--- config.mk ---
export PLATFORM = sky130hd
export DESIGN_NAME = rhp_pin_status
export DESIGN_NICKNAME = d
export VERILOG_FILES = /design/src/hdl/rhp_pkg.sv /design/src/hdl/rhp_io_if.sv /design/src/hdl/rhp_ports.sv /design/src/hdl/rhp_pin_status.sv
export SDC_FILE = /design/constraint.sdc
export NUM_CORES = 1
export LEC_CHECK = 0
export BUFFER_PORTS_ARGS = -buffer_cell sky130_fd_sc_hd__buf_2
export CAP_MARGIN = 25
export CORE_MARGIN = 5
export CORE_UTILIZATION = 45
export CTS_BUF_LIST = sky130_fd_sc_hd__clkbuf_4
export CTS_CLUSTER_SIZE = 12
export DETAILED_ROUTE_END_ITERATION = 16
export PLACE_DENSITY = 0.62
export RECOVER_POWER = 100
export SYNTH_ARGS = -nofsm -noshare
export SYNTH_HDL_FRONTEND = slang
export SYNTH_SLANG_ARGS = --single-unit
export TNS_END_PERCENT = 1
--- constraint.sdc ---
create_clock -name clock -period 5.75 [get_ports clock]
set_clock_uncertainty 0.15 [all_clocks]
set_input_delay 0.575 -clock clock [delete_from_list [all_inputs] [get_ports clock]]
set_output_delay 0.575 -clock clock [all_outputs]
set_load 0.01 [all_outputs]
--- src/hdl/rhp_pkg.sv ---
// Purpose: Shared constants and types for the radio host pin block
// Assumes: 32-bit Avalon-MM register bus, byte addresses
// Notes: One word per register, low bits used, upper bits read zero
package rhp_pkg;
    typedef enum logic [1:0] {RHP_BASE, RHP_REMOTE, RHP_ROUTER, RHP_SPARE} rhp_role_t;

    localparam int RHP_NPORT = 6;
    localparam int RHP_AW = 8;

    // Register byte offsets
    localparam logic [7:0] RHP_CTRL = 8'h00;
    localparam logic [7:0] RHP_PULSE = 8'h04;
    localparam logic [7:0] RHP_TMO = 8'h08;
    localparam logic [7:0] RHP_DIR = 8'h0C;
    localparam logic [7:0] RHP_LVL = 8'h10;
    localparam logic [7:0] RHP_PULL = 8'h14;
    localparam logic [7:0] RHP_WAKE = 8'h18;
    localparam logic [7:0] RHP_SDIR = 8'h1C;
    localparam logic [7:0] RHP_SLVL = 8'h20;
    localparam logic [7:0] RHP_SPULL = 8'h24;
    localparam logic [7:0] RHP_PINS = 8'h28;
    localparam logic [7:0] RHP_ISTAT = 8'h2C;
    localparam logic [7:0] RHP_IMASK = 8'h30;
    localparam logic [7:0] RHP_STAT = 8'h34;

    // Control fields
    localparam int RHP_C_ROLE = 0;
    localparam int RHP_C_ACT_ALT = 2;
    localparam int RHP_C_LNK_ALT = 3;
    localparam int RHP_C_FC_ALT = 4;

    // Interrupt status fields
    localparam int RHP_I_ACT = 0;
    localparam int RHP_I_UP = 1;
    localparam int RHP_I_DOWN = 2;
    localparam int RHP_I_WAKE = 3;
    localparam int RHP_NIRQ = 4;

    // Status fields
    localparam int RHP_S_LINK = 0;
    localparam int RHP_S_CTS = 1;
    localparam int RHP_S_TXOK = 2;
    localparam int RHP_S_SLEEP = 3;

    // Flow control ports
    localparam int RHP_P_CTS = 4;
    localparam int RHP_P_RTS = 5;

    // Reset values and counts
    localparam logic [5:0] RHP_CTRL_RST = 6'h01;
    localparam logic [15:0] RHP_PULSE_RST = 16'h0100;
    localparam logic [31:0] RHP_TMO_RST = 32'h00100000;
    localparam logic [5:0] RHP_DIR_RST = 6'h00;
    localparam logic [5:0] RHP_LVL_RST = 6'h00;
    localparam logic [5:0] RHP_PULL_RST = 6'h3F;
    localparam logic [5:0] RHP_SDIR_RST = 6'h00;
    localparam logic [5:0] RHP_SLVL_RST = 6'h00;
    localparam logic [5:0] RHP_SPULL_RST = 6'h3F;
    localparam logic [5:0] RHP_MISS_LIMIT = 6'd50;
endpackage : rhp_pkg

--- src/hdl/rhp_io_if.sv ---
// Purpose: Settings and sampled pins between control and port logic
// Assumes: Single clock domain
// Notes: cfg side owns settings, io side returns pin state
`timescale 1ns/100ps
`default_nettype none
interface rhp_io_if #(parameter int N = 6);
    logic [N-1:0] dir;
    logic [N-1:0] lvl;
    logic [N-1:0] pull;
    logic [N-1:0] wake_en;
    logic [N-1:0] sdir;
    logic [N-1:0] slvl;
    logic [N-1:0] spull;
    logic sleep;
    logic fc_alt;
    logic cts_n;
    logic [N-1:0] pin_sync;
    logic wake_evt;
    modport cfg (
        output dir, lvl, pull, wake_en, sdir, slvl, spull, sleep, fc_alt, cts_n,
        input pin_sync, wake_evt
    );
    modport io (
        input dir, lvl, pull, wake_en, sdir, slvl, spull, sleep, fc_alt, cts_n,
        output pin_sync, wake_evt
    );
endinterface : rhp_io_if
`default_nettype wire

--- src/hdl/rhp_ports.sv ---
// Purpose: Configurable I/O port cells with sleep settings and wake
// Assumes: Pin inputs are asynchronous and are synchronised here
// Notes: Port outputs, enables and pull-ups are registered
`timescale 1ns/100ps
`default_nettype none
module rhp_ports #(parameter int N = 6) (
    // Clock and reset
    input wire logic clock,
    input wire logic rst_n,
    // Settings
    rhp_io_if.io cfg,
    // Pins
    input wire logic [N-1:0] pin_in,
    output logic [N-1:0] pin_out,
    output logic [N-1:0] pin_oe,
    output logic [N-1:0] pin_pull
);
    import rhp_pkg::*;

    logic [N-1:0] meta_q;
    logic [N-1:0] sync_q;
    logic [N-1:0] prev_q;
    logic [N-1:0] wake_hit;
    logic wake_q;

    genvar i;
    generate
        for (i = 0; i < N; i++)
        begin : g_port
            logic eff_dir;
            logic eff_lvl;
            logic eff_pull;
            // Same options on every port, plus flow control on ports four and five; sleep swaps in its own set
            assign eff_dir = cfg.sleep ? cfg.sdir[i] : cfg.dir[i];
            assign eff_lvl = cfg.sleep ? cfg.slvl[i] : cfg.lvl[i];
            assign eff_pull = cfg.sleep ? cfg.spull[i] : cfg.pull[i];

            always_ff @(posedge clock)
            begin
                if (!rst_n)
                begin
                    meta_q[i] <= 1'b1;
                    sync_q[i] <= 1'b1;
                    prev_q[i] <= 1'b1;
                end
                else
                begin
                    meta_q[i] <= pin_in[i];
                    sync_q[i] <= meta_q[i];
                    prev_q[i] <= sync_q[i];
                end
            end

            always_ff @(posedge clock)
            begin
                if (!rst_n)
                begin
                    pin_oe[i] <= RHP_DIR_RST[i];
                    pin_out[i] <= RHP_LVL_RST[i];
                    pin_pull[i] <= RHP_PULL_RST[i];
                end
                else if (cfg.fc_alt && i == RHP_P_CTS)
                begin
                    pin_oe[i] <= 1'b1;
                    pin_out[i] <= cfg.cts_n;
                    pin_pull[i] <= 1'b0;
                end
                else if (cfg.fc_alt && i == RHP_P_RTS)
                begin
                    pin_oe[i] <= 1'b0;
                    pin_out[i] <= 1'b0;
                    pin_pull[i] <= eff_pull;
                end
                else
                begin
                    pin_oe[i] <= eff_dir;
                    pin_out[i] <= eff_lvl;
                    pin_pull[i] <= ~eff_dir & eff_pull;
                end
            end

            // Wake on any change of a wake-enabled input port while asleep
            assign wake_hit[i] = cfg.sleep & ~eff_dir & cfg.wake_en[i]
                & (sync_q[i] ^ prev_q[i]);
        end
    endgenerate

    always_ff @(posedge clock)
    begin
        if (!rst_n)
            wake_q <= 1'b0;
        else
            wake_q <= |wake_hit;
    end

    assign cfg.pin_sync = sync_q;
    assign cfg.wake_evt = wake_q;
endmodule : rhp_ports
`default_nettype wire

--- src/hdl/rhp_pin_status.sv ---
// Purpose: Activity, link detect, configurable ports and flow control
// Assumes: Radio core events are one-cycle pulses on this clock
// Notes: Registers on Avalon-MM, one wait cycle per access
// Operation
// - Base: pulse activity on valid receive
// - Remote: pulse activity on each transmit
// - Router: pulse on upstream receive, downstream transmit
// - Activity pin may carry diagnostic serial out
// - Base: link on packet, drop after timeout
// - Router/remote: link on sync, drop 50 misses
// - Link pin may become diagnostic serial in
// - Input ports: pull-up and wake from sleep
// - Output ports drive configured level from reset
// - Sleep uses separate direction, pull, level
// - Ports one and two match port zero
// - Ports four, five alternate as flow control
// - Clear-to-send low only while accepting data
// - Halt transmit while request-to-send high
`timescale 1ns/100ps
`default_nettype none
module rhp_pin_status #(
    parameter logic [15:0] PULSE_RST = rhp_pkg::RHP_PULSE_RST,
    parameter logic [31:0] TMO_RST = rhp_pkg::RHP_TMO_RST
) (
    // Clock and reset
    input wire logic clock,
    input wire logic rst_n,
    // Avalon-MM slave
    input wire logic [rhp_pkg::RHP_AW-1:0] avs_address,
    input wire logic avs_read,
    input wire logic avs_write,
    input wire logic [31:0] avs_writedata,
    input wire logic [3:0] avs_byteenable,
    output logic [31:0] avs_readdata,
    output logic avs_waitrequest,
    output logic irq,
    // Radio core events
    input wire logic rx_valid,
    input wire logic rx_upstream,
    input wire logic tx_done,
    input wire logic tx_downstream,
    input wire logic hop_sync_gain,
    input wire logic hop_tick,
    input wire logic beacon_heard,
    input wire logic sleep_mode,
    input wire logic host_rx_ready,
    input wire logic diagnostic_serial_out_data,
    // Core status returns
    output logic diagnostic_serial_in,
    output logic host_tx_allow,
    output logic wake_req,
    // Indicator pins
    output logic activity_indicator,
    input wire logic link_pin_in,
    output logic link_detect_n,
    output logic link_pin_oe,
    // Configurable port pins
    input wire logic [rhp_pkg::RHP_NPORT-1:0] io_pin_in,
    output logic [rhp_pkg::RHP_NPORT-1:0] io_pin_out,
    output logic [rhp_pkg::RHP_NPORT-1:0] io_pin_oe,
    output logic [rhp_pkg::RHP_NPORT-1:0] io_pull_en
);
    import rhp_pkg::*;

    localparam int N = RHP_NPORT;

    rhp_io_if #(.N(N)) io_bus ();

    logic [5:0] ctrl_q;
    logic [15:0] pulse_len_q;
    logic [31:0] tmo_q;
    logic [N-1:0] dir_q;
    logic [N-1:0] lvl_q;
    logic [N-1:0] pull_q;
    logic [N-1:0] wake_q;
    logic [N-1:0] sdir_q;
    logic [N-1:0] slvl_q;
    logic [N-1:0] spull_q;
    logic [RHP_NIRQ-1:0] istat_q;
    logic [RHP_NIRQ-1:0] imask_q;
    logic [RHP_NIRQ-1:0] clr_q;
    logic [RHP_NIRQ-1:0] evt;

    rhp_role_t role;
    logic act_alt;
    logic lnk_alt;
    logic fc_alt;

    logic wr_en;
    logic rd_take;
    logic [31:0] rd_d;
    logic [31:0] wr_m;

    logic act_evt;
    logic [15:0] act_cnt_q;
    logic link_q;
    logic link_d;
    logic [31:0] tmo_cnt_q;
    logic [5:0] miss_q;
    logic beacon_seen_q;
    logic link_meta_q;
    logic link_sync_q;
    logic cts_n_q;
    logic sleep_q;

    assign role = rhp_role_t'(ctrl_q[RHP_C_ROLE +: 2]);
    assign act_alt = ctrl_q[RHP_C_ACT_ALT];
    assign lnk_alt = ctrl_q[RHP_C_LNK_ALT];
    assign fc_alt = ctrl_q[RHP_C_FC_ALT];

    // Write data merged under byte enables
    always_comb
    begin
        wr_m = rd_d;
        for (int b = 0; b < 4; b++)
        begin
            if (avs_byteenable[b])
                wr_m[b*8 +: 8] = avs_writedata[b*8 +: 8];
        end
    end

    // Bus handshake: waitrequest drops for one cycle per request
    always_ff @(posedge clock)
    begin
        if (!rst_n)
            avs_waitrequest <= 1'b1;
        else if ((avs_read || avs_write) && avs_waitrequest)
            avs_waitrequest <= 1'b0;
        else
            avs_waitrequest <= 1'b1;
    end

    assign wr_en = avs_write && !avs_waitrequest;
    assign rd_take = avs_read && avs_waitrequest;

    always_comb
    begin
        rd_d = 32'h00000000;
        unique case (avs_address)
            RHP_CTRL: rd_d[5:0] = ctrl_q;
            RHP_PULSE: rd_d[15:0] = pulse_len_q;
            RHP_TMO: rd_d = tmo_q;
            RHP_DIR: rd_d[N-1:0] = dir_q;
            RHP_LVL: rd_d[N-1:0] = lvl_q;
            RHP_PULL: rd_d[N-1:0] = pull_q;
            RHP_WAKE: rd_d[N-1:0] = wake_q;
            RHP_SDIR: rd_d[N-1:0] = sdir_q;
            RHP_SLVL: rd_d[N-1:0] = slvl_q;
            RHP_SPULL: rd_d[N-1:0] = spull_q;
            RHP_PINS: rd_d[N-1:0] = io_bus.pin_sync;
            RHP_ISTAT: rd_d[RHP_NIRQ-1:0] = istat_q;
            RHP_IMASK: rd_d[RHP_NIRQ-1:0] = imask_q;
            RHP_STAT:
            begin
                rd_d[RHP_S_LINK] = link_q;
                rd_d[RHP_S_CTS] = cts_n_q;
                rd_d[RHP_S_TXOK] = host_tx_allow;
                rd_d[RHP_S_SLEEP] = sleep_q;
            end
            default: ;
        endcase
    end

    // Read data captured at the edge that drops waitrequest
    always_ff @(posedge clock)
    begin
        if (!rst_n)
        begin
            avs_readdata <= 32'h00000000;
            clr_q <= '0;
        end
        else if (rd_take)
        begin
            avs_readdata <= rd_d;
            clr_q <= (avs_address == RHP_ISTAT) ? istat_q : '0;
        end
    end

    always_ff @(posedge clock)
    begin
        if (!rst_n)
        begin
            ctrl_q <= RHP_CTRL_RST;
            pulse_len_q <= PULSE_RST;
            tmo_q <= TMO_RST;
            dir_q <= RHP_DIR_RST;
            lvl_q <= RHP_LVL_RST;
            pull_q <= RHP_PULL_RST;
            wake_q <= '0;
            sdir_q <= RHP_SDIR_RST;
            slvl_q <= RHP_SLVL_RST;
            spull_q <= RHP_SPULL_RST;
            imask_q <= '0;
        end
        else if (wr_en)
        begin
            unique case (avs_address)
                RHP_CTRL: ctrl_q <= wr_m[5:0];
                RHP_PULSE: pulse_len_q <= wr_m[15:0];
                RHP_TMO: tmo_q <= wr_m;
                RHP_DIR: dir_q <= wr_m[N-1:0];
                RHP_LVL: lvl_q <= wr_m[N-1:0];
                RHP_PULL: pull_q <= wr_m[N-1:0];
                RHP_WAKE: wake_q <= wr_m[N-1:0];
                RHP_SDIR: sdir_q <= wr_m[N-1:0];
                RHP_SLVL: slvl_q <= wr_m[N-1:0];
                RHP_SPULL: spull_q <= wr_m[N-1:0];
                RHP_IMASK: imask_q <= wr_m[RHP_NIRQ-1:0];
                default: ;
            endcase
        end
    end

    always_comb
    begin
        unique case (role)
            RHP_BASE: act_evt = rx_valid;
            RHP_ROUTER: act_evt = (rx_valid & rx_upstream)
                | (tx_done & tx_downstream);
            default: act_evt = tx_done;
        endcase
    end

    // Pulse stretcher, reloaded by every new event
    always_ff @(posedge clock)
    begin
        if (!rst_n)
            act_cnt_q <= 16'h0000;
        else if (act_evt)
            act_cnt_q <= pulse_len_q;
        else if (act_cnt_q != 16'h0000)
            act_cnt_q <= act_cnt_q - 16'h0001;
    end

    always_ff @(posedge clock)
    begin
        if (!rst_n)
            activity_indicator <= 1'b0;
        else if (act_alt)
            activity_indicator <= diagnostic_serial_out_data;
        else
            activity_indicator <= act_evt ? (pulse_len_q != 16'h0000)
                : (act_cnt_q > 16'h0001);
    end

    // Base: registration time-out since the last valid packet
    always_ff @(posedge clock)
    begin
        if (!rst_n)
            tmo_cnt_q <= 32'h00000000;
        else if (rx_valid)
            tmo_cnt_q <= tmo_q;
        else if (tmo_cnt_q != 32'h00000000)
            tmo_cnt_q <= tmo_cnt_q - 32'h00000001;
    end

    // Router/remote: consecutive hops without a beacon
    always_ff @(posedge clock)
    begin
        if (!rst_n)
        begin
            miss_q <= 6'h00;
            beacon_seen_q <= 1'b0;
        end
        else if (hop_sync_gain)
        begin
            miss_q <= 6'h00;
            beacon_seen_q <= 1'b0;
        end
        else if (hop_tick)
        begin
            if (beacon_seen_q || beacon_heard)
                miss_q <= 6'h00;
            else if (miss_q != RHP_MISS_LIMIT)
                miss_q <= miss_q + 6'h01;
            beacon_seen_q <= 1'b0;
        end
        else if (beacon_heard)
            beacon_seen_q <= 1'b1;
    end

    always_comb
    begin
        link_d = link_q;
        if (role == RHP_BASE)
        begin
            if (rx_valid)
                link_d = 1'b1;
            else if (tmo_cnt_q == 32'h00000001)
                link_d = 1'b0;
        end
        else
        begin
            if (hop_sync_gain)
                link_d = 1'b1;
            else if (hop_tick && !beacon_seen_q && !beacon_heard
                && miss_q == RHP_MISS_LIMIT - 6'h01)
                link_d = 1'b0;
        end
    end

    always_ff @(posedge clock)
    begin
        if (!rst_n)
            link_q <= 1'b0;
        else
            link_q <= link_d;
    end

    // Link pin: output by default, diagnostic input when alternate
    always_ff @(posedge clock)
    begin
        if (!rst_n)
        begin
            link_detect_n <= 1'b1;
            link_pin_oe <= 1'b1;
        end
        else
        begin
            link_detect_n <= ~link_d;
            link_pin_oe <= ~lnk_alt;
        end
    end

    always_ff @(posedge clock)
    begin
        if (!rst_n)
        begin
            link_meta_q <= 1'b1;
            link_sync_q <= 1'b1;
            diagnostic_serial_in <= 1'b1;
        end
        else
        begin
            link_meta_q <= link_pin_in;
            link_sync_q <= link_meta_q;
            diagnostic_serial_in <= lnk_alt ? link_sync_q : 1'b1;
        end
    end

    always_ff @(posedge clock)
    begin
        if (!rst_n)
        begin
            cts_n_q <= 1'b1;
            host_tx_allow <= 1'b1;
        end
        else
        begin
            cts_n_q <= ~host_rx_ready;
            host_tx_allow <= ~fc_alt | ~io_bus.pin_sync[RHP_P_RTS];
        end
    end

    always_ff @(posedge clock)
    begin
        if (!rst_n)
        begin
            sleep_q <= 1'b0;
            wake_req <= 1'b0;
        end
        else
        begin
            sleep_q <= sleep_mode;
            wake_req <= io_bus.wake_evt;
        end
    end

    assign io_bus.dir = dir_q;
    assign io_bus.lvl = lvl_q;
    assign io_bus.pull = pull_q;
    assign io_bus.wake_en = wake_q;
    assign io_bus.sdir = sdir_q;
    assign io_bus.slvl = slvl_q;
    assign io_bus.spull = spull_q;
    assign io_bus.sleep = sleep_q;
    assign io_bus.fc_alt = fc_alt;
    assign io_bus.cts_n = cts_n_q;

    rhp_ports #(.N(N)) u_ports (
        .clock(clock),
        .rst_n(rst_n),
        .cfg(io_bus.io),
        .pin_in(io_pin_in),
        .pin_out(io_pin_out),
        .pin_oe(io_pin_oe),
        .pin_pull(io_pull_en)
    );

    // Sticky interrupt status; a new event wins over a read clear
    assign evt[RHP_I_ACT] = act_evt;
    assign evt[RHP_I_UP] = link_d & ~link_q;
    assign evt[RHP_I_DOWN] = ~link_d & link_q;
    assign evt[RHP_I_WAKE] = io_bus.wake_evt;

    always_ff @(posedge clock)
    begin
        if (!rst_n)
            istat_q <= '0;
        else if (avs_read && !avs_waitrequest)
            istat_q <= (istat_q & ~clr_q) | evt;
        else
            istat_q <= istat_q | evt;
    end

    always_ff @(posedge clock)
    begin
        if (!rst_n)
            irq <= 1'b0;
        else
            irq <= |(istat_q & imask_q);
    end
endmodule : rhp_pin_status
`default_nettype wire

==> run_results.csv <==
group,metric,value,unit
timing,setup_tns,0,ns
power_and_ir_drop,switchingPower,1040,uW
yosys,ys.flop_type,"dfxtp_1",
yosys,synth_area_per_cell,8.60,sq um
worst_setup_path,crit_fanout,61,
place,finalWeightedCongestion,0.981,
routing,first_pass_iters,6,
floorplanning,core-area,0.0244,sq mm
power_and_ir_drop,comb_power_share,0.105,
layout,finalNetCount,1522,
worst_setup_path,end_kind,"flip-flop",
yosys,syn_inst,1296,
floorplanning,fp.dieW,167,um
routing,final_antenna_net_count,0,
clock_network,cts_tree,"yes",
worst_setup_path,start_kind,"primary input",
run_status,failed_checks,"capacitance limit, slew limit",
floorplanning,die_h,167,um
clock_network,root_buffer,"clkbuf_4",
yosys,yosysSeqAreaShare,0.440,
clock_network,clockBufferDepth,3,
worst_setup_path,crit_path_cell_trace,"clkbuf_1, clkbuf_1, o311ai_0",
timing,finalMaxSlewViolations,164,
layout,syn2layout_area_growth,17.4,%
yosys,synth_edf_count,0,
hold_path,min_path_type,"primary input to flip-flop",
timing,fmaxAchievable,246,MHz
place,hpwl,24.4,mm
clock_network,insertion_delay,0.67,ns
yosys,synth_area,0.0111,sq mm
floorplanning,dieArea,0.0280,sq mm
timing,period_share,0.707,
worst_setup_path,cp_common_cell,"clkbuf_1",
layout,fillers,2444,
yosys,synth_top_cell_by_area,"dfxtp_1",
grt,grt_pass1_wl,55.4,mm
timing,final.min_clock_period,4.06,ns
power_and_ir_drop,ir_worst_vdd,0.152,mV
yosys,synth_top_area_frac,0.440,
worst_setup_path,crit_type,"primary input to flip-flop",
place,pre_cts_ws,2.55,ns
worst_setup_path,slowest_delay,1.86,ns
worst_setup_path,critPathRequiredTime,5.94,ns
place,post-place-cells,1670,
routing,drtIter0Drc,847,
yosys,yosysWarnings,0,
floorplanning,initial_core_util,0.457,
yosys,yosys-top-cells-area,"dfxtp_1 44%, nor2_1 4.3%, nand3_1 4.2%",
clock_network,cts_sinks,245,
timing,setup_slack,1.69,ns
layout,stdcell_count,1827,
power_and_ir_drop,p_sw_frac,0.266,
yosys,syn-num-nets,1369,
power_and_ir_drop,p_per_area,297,mW/mm^2
timing,setup_viol,0,
yosys,synth.distinct_cells,76,
timing,rsz0062_at_grt,"no",
layout,regArea,0.00490,sq mm
clock_network,h-tree-depth,3,
layout,drive_gt1_frac,0.152,
yosys,synth_seq_cells,245,
clock_network,clkTransAtPathRegs,0.06,ns
power_and_ir_drop,power_leakage,0.00494,uW
power_and_ir_drop,p_seq_frac,0.458,
floorplanning,ios,123,
grt,grt.total_usage,0.243,
grt,grt_antenna_before_repair,2,
timing,hold_viol_final,0,
layout,multi_input_area,0.00580,sq mm
routing,vias,10700,
flow_run,maxCapViolCount,4,
timing,max_slew_margin,-0.673,
timing,tightest_slew,2.51,ns
grt,grt_max_degree,62,
routing,wl,35.5,mm
place,numPortBuffers,122,
power_and_ir_drop,power.share.clock,0.437,
clock_network,cts_setup_buffers,0,
power_and_ir_drop,p_int,2860,uW
worst_setup_path,crit_arrival,4.25,ns
routing,wl_per_cell,19.4,um
routing,post-route-drc-count,0,
grt,grt-ovfl-total,0,
worst_setup_path,critPathSlowestCell,"clkbuf_1",
clock_network,cts_buffers,70,
run_status,status,"complete, but fails checks",
grt,grt_pass1_vias,10300,
floorplanning,rows,57,
yosys,async_reset_ff_frac,0,
routing,avgViaCountPerCell,5.86,
-- path summary, 6_finish.rpt --
kind | startpoint | to | slack, ns | cells past startpoint
worst min-delay path | avs_writedata[3] | io_bus.pull[3]$_SDFFE_PN1P_ | 0.12 | 3
worst min register to register | u_ports.meta_q[3]$_SDFF_PN1_ | u_ports.cfg.pin_sync[3]$_SDFF_PN1_ | 0.26 | 1
worst max register to register | tmo_cnt_q[6]$_SDFFE_PN0P_ | tmo_cnt_q[8]$_SDFFE_PN0P_ | 2.42 | 6
worst max-delay path | rst_n | u_ports.pin_pull[2]$_SDFF_PN1_ | 1.69 | 3
-- state kept, by name, indices dropped and copies added (netlist names), 6 cells and up --
name and flops:
io_bus.pull 6, miss_q 6, dir_q 6, io_bus.sdir 6
io_bus.slvl 6, ctrl_q 6, avs_readdata 32, act_cnt_q 16
u_ports.prev_q 6, tmo_q 32, io_bus.spull 6, io_bus.wake_en 6
tmo_cnt_q 32, io_bus.lvl 6, u_ports.pin_oe 6, u_ports.pin_pull 6
u_ports.meta_q 6, u_ports.cfg.pin_sync 6, pulse_len_q 16, u_ports.pin_out 6
-- layer usage --
layer,routed length [um],track usage,part of all wire,vias to the layer above
li1,-,-,-,5106
met1,15400,0.318,0.43,5073
met2,16200,0.387,0.46,444
met3,2580,0.0573,0.073,85
met4,1280,0.103,0.036,0
met5,0,0,0,-
-- metrics by stage --
step,utilization,hold WS (ns),power [uW],instance area (sq um)
floorplan,-,0.229,2080,11100
global placement,0.490,0.238,2210,11900
detailed placement,0.490,0.244,2210,12000
CTS,0.540,0.000338,3940,13200
global route,0.537,0.0775,4080,13100
finish,0.537,0.116,3890,13100
-- power by group through the flow --
stage / registers [uW] / logic [uW] / clock network [uW]
after global routing: 1790 / 450 / 1840
final: 1780 / 410 / 1700
after global placement: 1820 / 388 / 0
after floorplan: 1810 / 271 / 0
after detailed placement: 1820 / 392 / 0
after CTS: 1780 / 409 / 1750
-- worst max-delay path: cells and delay by family --
kind	cells	cell delay, ns
buffers and inverters	2	2.93
AOI/OAI and AO/OA	1	0.70
-- synth_stat cells (8+ instances only) --
cell      instances
dfxtp_1         245
nor2_1          129
nand2_1         117
nand3_1          93
a21oi_1          85
clkbuf_1         72
o21ai_0          46
o31ai_1          44
mux2i_1          43
nor3_1           34
nand2b_1         25
nor4_1           22
a31oi_1          21
xnor2_1          19
a211oi_1         18
mux2_2           18
inv_1            16
or3_1            15
and3_1           13
a22oi_1          12
o311ai_0         12
a311oi_1         11
xor2_1           11
buf_2            10
nor3b_1          10
a32o_1            9
or4_1             9
buf_1             8
ha_1              8
-- cell families (layout without fill, tap and decap cells) --
kind of cell	count (synthesis)	in the layout	synth area share
adders and majority gates	8	8	0.00898
xor gates and xnor gates	30	30	0.0236
other	0	2	0
AOI/OAI and AO/OA	305	305	0.184
buffers and inverters	110	315	0.0395
muxes	62	62	0.0581
and+or+nand+nor	536	536	0.246
DFF	245	245	0.440
-- cell type report --
| cell class | count | area share |
|---|---|---|
| Tap cell | 324 | 0.0310 |
| Clock inverter | 20 | 0.0120 |
| Clock buffer | 104 | 0.0596 |
| Inverter | 18 | 0.00516 |
| Sequential cell | 245 | 0.375 |
| Antenna cell | 2 | 0.000382 |
| Multi-Input combinational cell | 941 | 0.443 |
| Timing Repair Buffer | 173 | 0.0739 |
-- timing repair --
action	in CTS	in global routing
hold buffers	28	1
gates resized for setup	0	0
endpoints found under the setup margin	0	0
hold endpoints to repair	27	1
-- cells in the final DEF (no fill, tap or decap), types with 12 or more instances in the layout --
cell,instances
a211oi_1,18
a21oi_1,85
a22oi_1,12
a31oi_1,21
and3_1,13
buf_2,64
buf_4,12
clkbuf_1,67
clkbuf_4,104
clkinv_1,14
dfxtp_1,245
dlygate4sd3_1,29
inv_1,17
mux2_2,18
mux2i_1,43
nand2_1,117
nand2b_1,25
nand3_1,93
nor2_1,129
nor3_1,35
nor4_1,22
o21ai_0,48
o311ai_0,14
o31ai_1,44
or3_1,15
xnor2_1,19
Note: power is estimated with default switching activity, not from simulation.
